**src/gpei_map.vh**
```
`ifndef GPEI_MAP_VH
`define GPEI_MAP_VH

// Byte offsets of the registers; each of the first seven groups holds one word per port.
`define GPEI_OFF_DATA   8'h00
`define GPEI_OFF_SEL    8'h0C
`define GPEI_OFF_DIR    8'h18
`define GPEI_OFF_INP    8'h24
`define GPEI_OFF_IEN    8'h30
`define GPEI_OFF_IFG    8'h3C
`define GPEI_OFF_LAT    8'h48
`define GPEI_OFF_EDGE   8'h54
`define GPEI_OFF_CFG    8'h58
`define GPEI_OFF_BITOP  8'h5C
`define GPEI_OFF_STATUS 8'h60

// Field positions in the edge configuration register.
`define GPEI_EDGE_P0    0
`define GPEI_EDGE_P1    1
`define GPEI_EDGE_P2    2
`define GPEI_EDGE_PADC  6

// Field positions in the group configuration register.
`define GPEI_CFG_GEN_LO 0
`define GPEI_CFG_GEN_HI 2
`define GPEI_CFG_PD_LO  4
`define GPEI_CFG_PD_HI  6

// Field positions in the bit operation register.
`define GPEI_BIT_IDX_LO 0
`define GPEI_BIT_IDX_HI 2
`define GPEI_BIT_PRT_LO 3
`define GPEI_BIT_PRT_HI 4
`define GPEI_BIT_VAL    8

// Reset values.
`define GPEI_RST_SEL    21'h000000
`define GPEI_RST_DIR    21'h000000
`define GPEI_RST_INP    21'h000000
`define GPEI_RST_IEN    21'h000000
`define GPEI_RST_LAT    21'h000000
`define GPEI_RST_EDGE   8'h00
`define GPEI_RST_CFG    8'h00

// Pins of the second port with no pull resistors.
`define GPEI_NO_PULL    21'h000300

`endif

```
**src/gpei_gpio.v**
```verilog
// The AHB-Lite register port and the address map were left to the implementer.
`timescale 1ns/1ps
`default_nettype none
`include "gpei_map.vh"

// Function
// - 21 pins, each GPIO or peripheral
// - Two 8-bit ports and one 5-bit port
// - Port data reachable by byte and bit
// - Function select; reset gives GPIO inputs
// - Direction bit 1 makes an output
// - Data read returns sampled pin levels
// - Bit operations modify the output latch
// - Inputs pullup, pulldown or three-state; pullup
// - Input mode 1 gives three-state
// - Second port pins 0,1 have no pulls
// - Peripheral pins have pulls disabled
// - Sleep modes freeze pin mode and output
// - Interrupt edge rising or falling per port
// - One group enable per port
// - Per-pin enables, any pin configuration
// - Edge sets flag regardless of enable
// - Writing 0 clears a flag
// - Port request is level of flags
// - First two ports pulse a DMA trigger
// - Pin events wake from all sleep modes
module gpei_gpio #(
  parameter NPIN = 21
) (
  input  wire              CLK,
  input  wire              RST_N,
  input  wire              HSEL,
  input  wire [31:0]       HADDR,
  input  wire [1:0]        HTRANS,
  input  wire              HWRITE,
  input  wire [2:0]        HSIZE,
  input  wire [31:0]       HWDATA,
  input  wire              HREADY,
  output wire              HREADYOUT,
  output wire              HRESP,
  output reg  [31:0]       HRDATA,
  input  wire [NPIN-1:0]   PIN_IN,
  output reg  [NPIN-1:0]   PIN_OUT,
  output reg  [NPIN-1:0]   PIN_OE,
  output reg  [NPIN-1:0]   PIN_PULLUP_EN,
  output reg  [NPIN-1:0]   PIN_PULLDOWN_EN,
  input  wire [NPIN-1:0]   PERIPH_OUT,
  input  wire [NPIN-1:0]   PERIPH_OE,
  output wire [NPIN-1:0]   PERIPH_IN,
  input  wire [2:0]        SLEEP_MODE,
  output reg               WAKE,
  output reg  [2:0]        PORT_IRQ,
  output reg  [1:0]        DMA_TRIG,
  output reg               PAD_COMP
);

  reg  [NPIN-1:0] sel_q;
  reg  [NPIN-1:0] dir_q;
  reg  [NPIN-1:0] inp_q;
  reg  [NPIN-1:0] ien_q;
  reg  [NPIN-1:0] ifg_q;
  reg  [NPIN-1:0] ifg_d;
  reg  [NPIN-1:0] lat_q;
  reg  [NPIN-1:0] lat_d;
  reg  [7:0]      edge_q;
  reg  [7:0]      cfg_q;
  reg  [NPIN-1:0] sync1_q;
  reg  [NPIN-1:0] sync2_q;
  reg  [NPIN-1:0] prev_q;
  reg  [2:0]      arm_q;
  reg  [7:0]      addr_q;
  reg             wr_q;
  reg             act_q;
  reg  [31:0]     rdata_d;
  wire            take;
  wire [7:0]      addr_w;
  wire            wen;
  wire [7:0]      wbyte;
  wire [NPIN-1:0] pol;
  wire [NPIN-1:0] rise;
  wire [NPIN-1:0] fall;
  wire [NPIN-1:0] ev;
  wire [NPIN-1:0] pending;
  wire [NPIN-1:0] pd_sel;
  wire [2:0]      req;
  wire            hold;
  wire [1:0]      bit_port;
  wire [2:0]      bit_idx;
  wire [4:0]      bit_pin;

  // Byte lane of a port from a pin vector; the third port has five bits.
  function [7:0] getb;
    input [20:0] v;
    input [1:0]  p;
    begin
      case (p)
        2'h0:    getb = v[7:0];
        2'h1:    getb = v[15:8];
        default: getb = {3'h0, v[20:16]};
      endcase
    end
  endfunction

  // Replace a port's lane within a pin vector.
  function [20:0] putb;
    input [20:0] v;
    input [1:0]  p;
    input [7:0]  b;
    begin
      putb = v;
      case (p)
        2'h0:    putb[7:0] = b;
        2'h1:    putb[15:8] = b;
        default: putb[20:16] = b[4:0];
      endcase
    end
  endfunction

  // True when the address selects one of the three words of a group.
  function ingrp;
    input [7:0] a;
    input [7:0] b;
    reg   [7:0] d;
    begin
      d = a - b;
      ingrp = (a >= b) && (d[7:4] == 4'h0) && (d[3:2] != 2'h3) && (d[1:0] == 2'h0);
    end
  endfunction

  // Port index of an address within a group.
  function [1:0] gidx;
    input [7:0] a;
    input [7:0] b;
    reg   [7:0] d;
    begin
      d = a - b;
      gidx = d[3:2];
    end
  endfunction

  // Zero-wait slave; every answer is OKAY.
  assign HREADYOUT = 1'b1;
  assign HRESP     = 1'b0;

  assign take   = HSEL & HTRANS[1] & HREADY;
  assign addr_w = (HADDR[31:8] == 24'h000000) ? HADDR[7:0] : 8'hFF;
  assign wen    = act_q & wr_q;
  assign wbyte  = HWDATA[7:0];

  always @(posedge CLK) begin
    if (!RST_N) begin
      addr_q <= 8'hFF;
      wr_q   <= 1'b0;
      act_q  <= 1'b0;
      HRDATA <= 32'h00000000;
    end else begin
      act_q <= take;
      if (take) begin
        addr_q <= addr_w;
        wr_q   <= HWRITE;
      end
      HRDATA <= (take && !HWRITE) ? rdata_d : 32'h00000000;
    end
  end

  // Pins are synchronised before readback and edge detection.
  always @(posedge CLK) begin
    if (!RST_N) begin
      sync1_q <= {NPIN{1'b0}};
      sync2_q <= {NPIN{1'b0}};
      prev_q  <= {NPIN{1'b0}};
      arm_q   <= 3'h0;
    end else begin
      arm_q   <= {arm_q[1:0], 1'b1};
      sync1_q <= PIN_IN;
      sync2_q <= sync1_q;
      prev_q  <= sync2_q;
    end
  end

  assign PERIPH_IN = sync2_q;

  // Edge selection per port; 1 selects the falling edge.
  assign pol  = {{5{edge_q[`GPEI_EDGE_P2]}}, {8{edge_q[`GPEI_EDGE_P1]}}, {8{edge_q[`GPEI_EDGE_P0]}}};
  assign rise = sync2_q & ~prev_q;
  assign fall = ~sync2_q & prev_q;
  // Events wait until the pipeline holds real pin levels, so a pulled-up pin gives no false edge after reset.
  assign ev   = {NPIN{arm_q[2]}} & ((pol & fall) | (~pol & rise));

  // Flags set on every selected edge whatever the enables; an event beats a clear.
  always @* begin
    ifg_d = ifg_q;
    if (wen && ingrp(addr_q, `GPEI_OFF_IFG)) begin
      ifg_d = ifg_q & putb({NPIN{1'b1}}, gidx(addr_q, `GPEI_OFF_IFG), wbyte);
    end
    ifg_d = ifg_d | ev;
  end

  assign bit_idx  = HWDATA[`GPEI_BIT_IDX_HI:`GPEI_BIT_IDX_LO];
  assign bit_port = HWDATA[`GPEI_BIT_PRT_HI:`GPEI_BIT_PRT_LO];
  assign bit_pin  = {bit_port, 3'h0} + {2'h0, bit_idx};

  // Byte writes load a port latch; a bit operation reads the latch, not the pin.
  always @* begin
    lat_d = lat_q;
    if (wen && ingrp(addr_q, `GPEI_OFF_DATA)) begin
      lat_d = putb(lat_q, gidx(addr_q, `GPEI_OFF_DATA), wbyte);
    end else if (wen && ingrp(addr_q, `GPEI_OFF_LAT)) begin
      lat_d = putb(lat_q, gidx(addr_q, `GPEI_OFF_LAT), wbyte);
    end else if (wen && addr_q == `GPEI_OFF_BITOP && bit_port != 2'h3 && bit_pin < 5'd21) begin
      lat_d[bit_pin] = HWDATA[`GPEI_BIT_VAL];
    end
  end

  always @(posedge CLK) begin
    if (!RST_N) begin
      sel_q  <= `GPEI_RST_SEL;
      dir_q  <= `GPEI_RST_DIR;
      inp_q  <= `GPEI_RST_INP;
      ien_q  <= `GPEI_RST_IEN;
      ifg_q  <= {NPIN{1'b0}};
      lat_q  <= `GPEI_RST_LAT;
      edge_q <= `GPEI_RST_EDGE;
      cfg_q  <= `GPEI_RST_CFG;
    end else begin
      ifg_q <= ifg_d;
      lat_q <= lat_d;
      if (wen && ingrp(addr_q, `GPEI_OFF_SEL)) begin
        sel_q <= putb(sel_q, gidx(addr_q, `GPEI_OFF_SEL), wbyte);
      end
      if (wen && ingrp(addr_q, `GPEI_OFF_DIR)) begin
        dir_q <= putb(dir_q, gidx(addr_q, `GPEI_OFF_DIR), wbyte);
      end
      if (wen && ingrp(addr_q, `GPEI_OFF_INP)) begin
        inp_q <= putb(inp_q, gidx(addr_q, `GPEI_OFF_INP), wbyte);
      end
      if (wen && ingrp(addr_q, `GPEI_OFF_IEN)) begin
        ien_q <= putb(ien_q, gidx(addr_q, `GPEI_OFF_IEN), wbyte);
      end
      if (wen && addr_q == `GPEI_OFF_EDGE) begin
        edge_q <= {1'b0, wbyte[`GPEI_EDGE_PADC], 3'h0, wbyte[2:0]};
      end
      if (wen && addr_q == `GPEI_OFF_CFG) begin
        cfg_q <= {1'b0, wbyte[`GPEI_CFG_PD_HI:`GPEI_CFG_PD_LO], 1'b0, wbyte[`GPEI_CFG_GEN_HI:`GPEI_CFG_GEN_LO]};
      end
    end
  end

  // Read mux, evaluated in the address phase and registered.
  always @* begin
    rdata_d = 32'h00000000;
    if (ingrp(addr_w, `GPEI_OFF_DATA)) begin
      rdata_d[7:0] = getb(sync2_q, gidx(addr_w, `GPEI_OFF_DATA));
    end else if (ingrp(addr_w, `GPEI_OFF_SEL)) begin
      rdata_d[7:0] = getb(sel_q, gidx(addr_w, `GPEI_OFF_SEL));
    end else if (ingrp(addr_w, `GPEI_OFF_DIR)) begin
      rdata_d[7:0] = getb(dir_q, gidx(addr_w, `GPEI_OFF_DIR));
    end else if (ingrp(addr_w, `GPEI_OFF_INP)) begin
      rdata_d[7:0] = getb(inp_q, gidx(addr_w, `GPEI_OFF_INP));
    end else if (ingrp(addr_w, `GPEI_OFF_IEN)) begin
      rdata_d[7:0] = getb(ien_q, gidx(addr_w, `GPEI_OFF_IEN));
    end else if (ingrp(addr_w, `GPEI_OFF_IFG)) begin
      rdata_d[7:0] = getb(ifg_q, gidx(addr_w, `GPEI_OFF_IFG));
    end else if (ingrp(addr_w, `GPEI_OFF_LAT)) begin
      rdata_d[7:0] = getb(lat_q, gidx(addr_w, `GPEI_OFF_LAT));
    end else if (addr_w == `GPEI_OFF_EDGE) begin
      rdata_d[7:0] = edge_q;
    end else if (addr_w == `GPEI_OFF_CFG) begin
      rdata_d[7:0] = cfg_q;
    end else if (addr_w == `GPEI_OFF_STATUS) begin
      rdata_d[7:0] = {1'b0, SLEEP_MODE, 1'b0, PORT_IRQ};
    end
  end

  // Port request is a plain level of enabled flags under the group enable.
  assign pending = ifg_q & ien_q;
  assign req[0]  = cfg_q[`GPEI_CFG_GEN_LO] & (|pending[7:0]);
  assign req[1]  = cfg_q[`GPEI_CFG_GEN_LO + 1] & (|pending[15:8]);
  assign req[2]  = cfg_q[`GPEI_CFG_GEN_HI] & (|pending[20:16]);
  assign hold    = |SLEEP_MODE;
  assign pd_sel  = {{5{cfg_q[`GPEI_CFG_PD_HI]}}, {8{cfg_q[`GPEI_CFG_PD_LO + 1]}}, {8{cfg_q[`GPEI_CFG_PD_LO]}}};

  always @(posedge CLK) begin
    if (!RST_N) begin
      PORT_IRQ <= 3'h0;
      DMA_TRIG <= 2'h0;
      WAKE     <= 1'b0;
      PAD_COMP <= 1'b0;
    end else begin
      PORT_IRQ <= req;
      DMA_TRIG <= {|ev[15:8], |ev[7:0]};
      WAKE     <= hold & (|req);
      PAD_COMP <= edge_q[`GPEI_EDGE_PADC];
    end
  end

  // Pad controls; frozen while any sleep mode is active.
  always @(posedge CLK) begin
    if (!RST_N) begin
      PIN_OUT         <= {NPIN{1'b0}};
      PIN_OE          <= {NPIN{1'b0}};
      PIN_PULLUP_EN   <= ~`GPEI_NO_PULL;
      PIN_PULLDOWN_EN <= {NPIN{1'b0}};
    end else if (!hold) begin
      PIN_OUT         <= (sel_q & PERIPH_OUT) | (~sel_q & lat_q);
      PIN_OE          <= (sel_q & PERIPH_OE) | (~sel_q & dir_q);
      PIN_PULLUP_EN   <= ~sel_q & ~dir_q & ~inp_q & ~pd_sel & ~`GPEI_NO_PULL;
      PIN_PULLDOWN_EN <= ~sel_q & ~dir_q & ~inp_q & pd_sel & ~`GPEI_NO_PULL;
    end
  end

endmodule // gpei_gpio
`default_nettype wire

```
**config.mk**
```make
export PLATFORM = sky130hd
export DESIGN_NAME = gpei_gpio
export DESIGN_NICKNAME = d
export VERILOG_FILES = /design/src/gpei_gpio.v
export VERILOG_INCLUDE_DIRS = /design/src
export SDC_FILE = /design/constraint.sdc
export NUM_CORES = 1
export LEC_CHECK = 0
export CORE_MARGIN = 1
export CORE_UTILIZATION = 30
export CTS_BUF_LIST = sky130_fd_sc_hd__clkbuf_2 sky130_fd_sc_hd__clkbuf_4 sky130_fd_sc_hd__clkbuf_8
export CTS_CLUSTER_DIAMETER = 120
export DETAILED_ROUTE_END_ITERATION = 16
export DONT_BUFFER_PORTS = 1
export PLACE_DENSITY = 0.51
export SLEW_MARGIN = 0
export SYNTH_ARGS = -nofsm -noshare
export SYNTH_HDL_FRONTEND = slang
export SYNTH_SLANG_ARGS = --single-unit
```
**constraint.sdc**
```tcl
create_clock -name CLK -period 4.77 [get_ports CLK]
set_input_delay 0.477 -clock CLK [delete_from_list [all_inputs] [get_ports CLK]]
set_output_delay 0.477 -clock CLK [all_outputs]
set_load 0.005 [all_outputs]
```
==> key figures <==
Hold path
  – Min-delay src: HADDR[5]
  – Hold Crit Class: primary input to flip-flop

Logic synthesis
  – Synth Area in Compound Gates: 19.9%
  – Cell Area, Synth: 14100 µm²
  – Synth Area in Simple Gates: 19.8%
  – Post-synthesis sequential element count: 307
  – Commonest cells post-synth: 307 x dfxtp_1, 186 x nor2_1, 130 x mux2i_1
  – Area fraction of the dominant cell type after synthesis: 43.7%
  – Avg Inst Size Synth: 8.96 µm²
  – Cell taking the most area after synthesis: dfxtp_1
  – Ys flop type: dfxtp_1
  – Synth Instances: 1570
  – Main combinational cell family by area after synthesis: compound AO/OA/AOI/OAI gates
  – Yosys Warn Count: 0
  – Asr flop ratio synth: 0%
  – Post-synthesis mux area share: 9.33%
  – Top cells by area, synth: dfxtp_1 44%, mux2i_1 9.3%, nor2_1 5.0%, a22oi_1 3.8%, and2_1 3.2%
  – Cell with the most instances after synthesis: dfxtp_1
  – Yosys cell types: 77
  – XOR/XNOR share of the synthesized area: 0.436%
  – Number of flops mapped to enable cells by yosys: 0
  – Post-Synth Adder-Cell Area: 1.60%
  – Post-synthesis sequential area ratio: 43.7%

Floorplanning
  – Die Height: 219 µm
  – Die ar.: 47800 µm²
  – Die width: 219 µm
  – Starting Density: 30.7%
  – Rows: 78
  – Top-Level Pins: 286
  – Core ar.: 45800 µm²

Timing
  – Relative slew slack: 21.3%
  – Fmax: 270 MHz
  – RSZ-0062 raised after global routing: no
  – Final hold violations: 0
  – Min Hold Slack: 0.0418 ns
  – Final min period: 3.70 ns
  – Final worst slack: 1.07 ns
  – Final setup TNS: 0 ns
  – Pins Over Slew Limit: 0
  – Actual slew at the worst max-slew pin: 1.17 ns
  – Clock skew: 0.0358 ns
  – Final setup violation count: 0
  – Fin crit share: 77.6%

Job
  – Max cap viols: 0

Routing
  – Vias: 12200
  – Post-DR wirelength/cell: 23.5 µm
  – Routed WL: 51900 µm
  – Post-route DRC: 0
  – Remaining antenna violation count after routing: 0
  – Initial DRC count: 938
  – Pre-antenna DRT Iters: 7
  – DR vias/cell: 5.52

Setup path
  – Crit-path max FO: 8
  – Critical Path Source Type: primary input
  – R2r setup slk: 1.23 ns
  – WP data arrival: 4.25 ns
  – Worst Path Required: 5.32 ns
  – Crit. End Element: flip-flop
  – CP startpoint: HADDR[12]
  – R2r startpoint: addr_q[3]
  – Critical path class: primary input to flip-flop

Cells and area
  – Layout Cells excl Fill: 2208
  – # fillers: 4710
  – Design area: 16000 µm²
  – Ant diodes: 0
  – Register area: 6150 µm²
  – Area occupied by multi-input gates: 7290 µm²
  – Nets: 1724
  – Area grow syn2layout: 14.0%
  – Fraction of layout cells with a size suffix above 1: 9.14%

Placed design
  – Port bufs: 0
  – Placed cell area: 14500 µm²
  – Placed insts: 2078
  – HPWL Detailed: 36000 µm
  – Final Wtd Congestion: 0.938
  – Pre-CTS setup slack: 0.485 ns

Pwr
  – Leak: 6.27 nW
  – Total net switching power: 1.34 mW
  – Pwr per Cell Area: 352 nW/µm²
  – Clk pwr share: 48.7%
  – Int Power: 4.30 mW
  – Switching Share: 23.8%
  – Maximum VDD drop: 254 µV
  – Sequential Power Share: 47.1%
  – Logic pwr share: 4.2%

CTS
  – Hold Buf Count CTS: 33
  – Post-cts sizing count: 0
  – Worst-Skew Late Latency: 0.65 ns
  – Root Driver: clkbuf_8
  – H-tree depth: 2
  – Clock sinks: 307
  – Worst-path clk slew: 0.07 ns
  – Post-CTS Setup Inserts: 0
  – Clock Path Buffers: 3
  – Num CTS Buffers: 53
  – CTS tree: done

Global route
  – All-Layer GR Usage: 21.3%
  – Number of global-route vias before repair: 11600
  – Largest net degree at the start of global routing: 135
  – Met2 global-route usage: 32.8%
  – Global route hottest layer: met2
  – Initial antenna violation count: 1
  – Gr ovfl total: 0
  – Met3 Use GR: 5.94%
  – Met1 Usage GRT: 27.5%
  – First-pass GRT wire length: 75900 µm

Outcome
  – Status: finished, final reports clean
[sequential cells by signal (all words and copies together), names as in the netlist, 2 cells and up]
signal           flops
cfg_q                6
HRDATA               8
PIN_PULLDOWN_EN     19
PERIPH_IN           21
ifg_q               21
lat_q               21
PIN_OE              21
inp_q               21
ien_q               21
addr_q               8
PORT_IRQ             3
PIN_PULLUP_EN       19
prev_q              21
PIN_OUT             21
DMA_TRIG             2
dir_q               21
edge_q               4
arm_q                3
sel_q               21
sync1_q             21
[per-stage QoR]
step | total power [mW] | utilization (%)
final | 5.65 | 35.0
after global routing | 5.84 | 35.0
after CTS | 5.69 | 35.0
after detailed placement | 2.90 | 31.6
after global placement | 2.89 | 31.6
after floorplan | 2.89 | -
[power by group through the flow]
stage | clock [mW] | sequential (mW) | combinational, mW
after floorplan | 0 | 2.70 | 0.185
after global placement | 0 | 2.72 | 0.176
after detailed placement | 0 | 2.72 | 0.179
after CTS | 2.79 | 2.66 | 0.233
after global routing | 2.91 | 2.67 | 0.259
final | 2.75 | 2.66 | 0.236
[cell families (layout without fill, tap and decap cells)]
group	count (synthesis)	count (layout)
compound gates	399	399
xor+xnor	7	7
fa+ha+maj	18	18
buf+inv	163	173
flops	307	307
mux	131	131
other cells	2	30
simple gates	543	543
[final cells by class]
class | count | area share, %
clock buffer | 86 | 6.76
sequential | 307 | 38.3
multi-input combinational | 1128 | 45.5
inverter | 17 | 0.429
tap | 600 | 4.68
clock inverter | 11 | 0.929
timing repair buffer | 59 | 3.39
[critical path, cell delays in order]
cell and delay, ns:
or4_4 0.57, nor2_8 0.20, nand2_1 0.20, nor2_1 0.22, inv_1 0.12, ha_1 0.25, or4b_1 0.49, nor3_2 0.17
nand4_1 0.39, a221oi_1 0.42, o22ai_1 0.14, a311o_1 0.34, a32o_1 0.25
[layer usage]
layer  vias up  share of wire (%)
met5         -              0.019
met4         2                3.6
met3       111                9.0
met2       516                 44
met1      5887                 43
li1       5665                  -
[cells in the final DEF (no fill, tap or decap), types with 24 or more instances in the layout]
cell type      netlist  layout
and2_1              72      72
o211ai_1            26      26
nor2_1             186     186
buf_4               31      26
nor3b_1             24      24
dfxtp_1            307     307
a22oi_1             72      72
mux2i_1            130     130
clkbuf_8             0      70
a21oi_1             81      81
nand2_1            109     109
a211oi_1            45      45
conb_1               2      30
o21ai_0             66      66
nor4_1              29      29
dlygate4sd3_1        0      32
[final timing paths]
| check | to | depth (start not counted) |
|---|---|---|
| min reg2reg | PERIPH_IN[10] | 1 |
| min | addr_q[5] | 2 |
| max reg2reg | lat_q[20] | 9 |
| max | HRDATA[5] | 13 |
No activity file was read; power rests on OpenSTA's default activity.
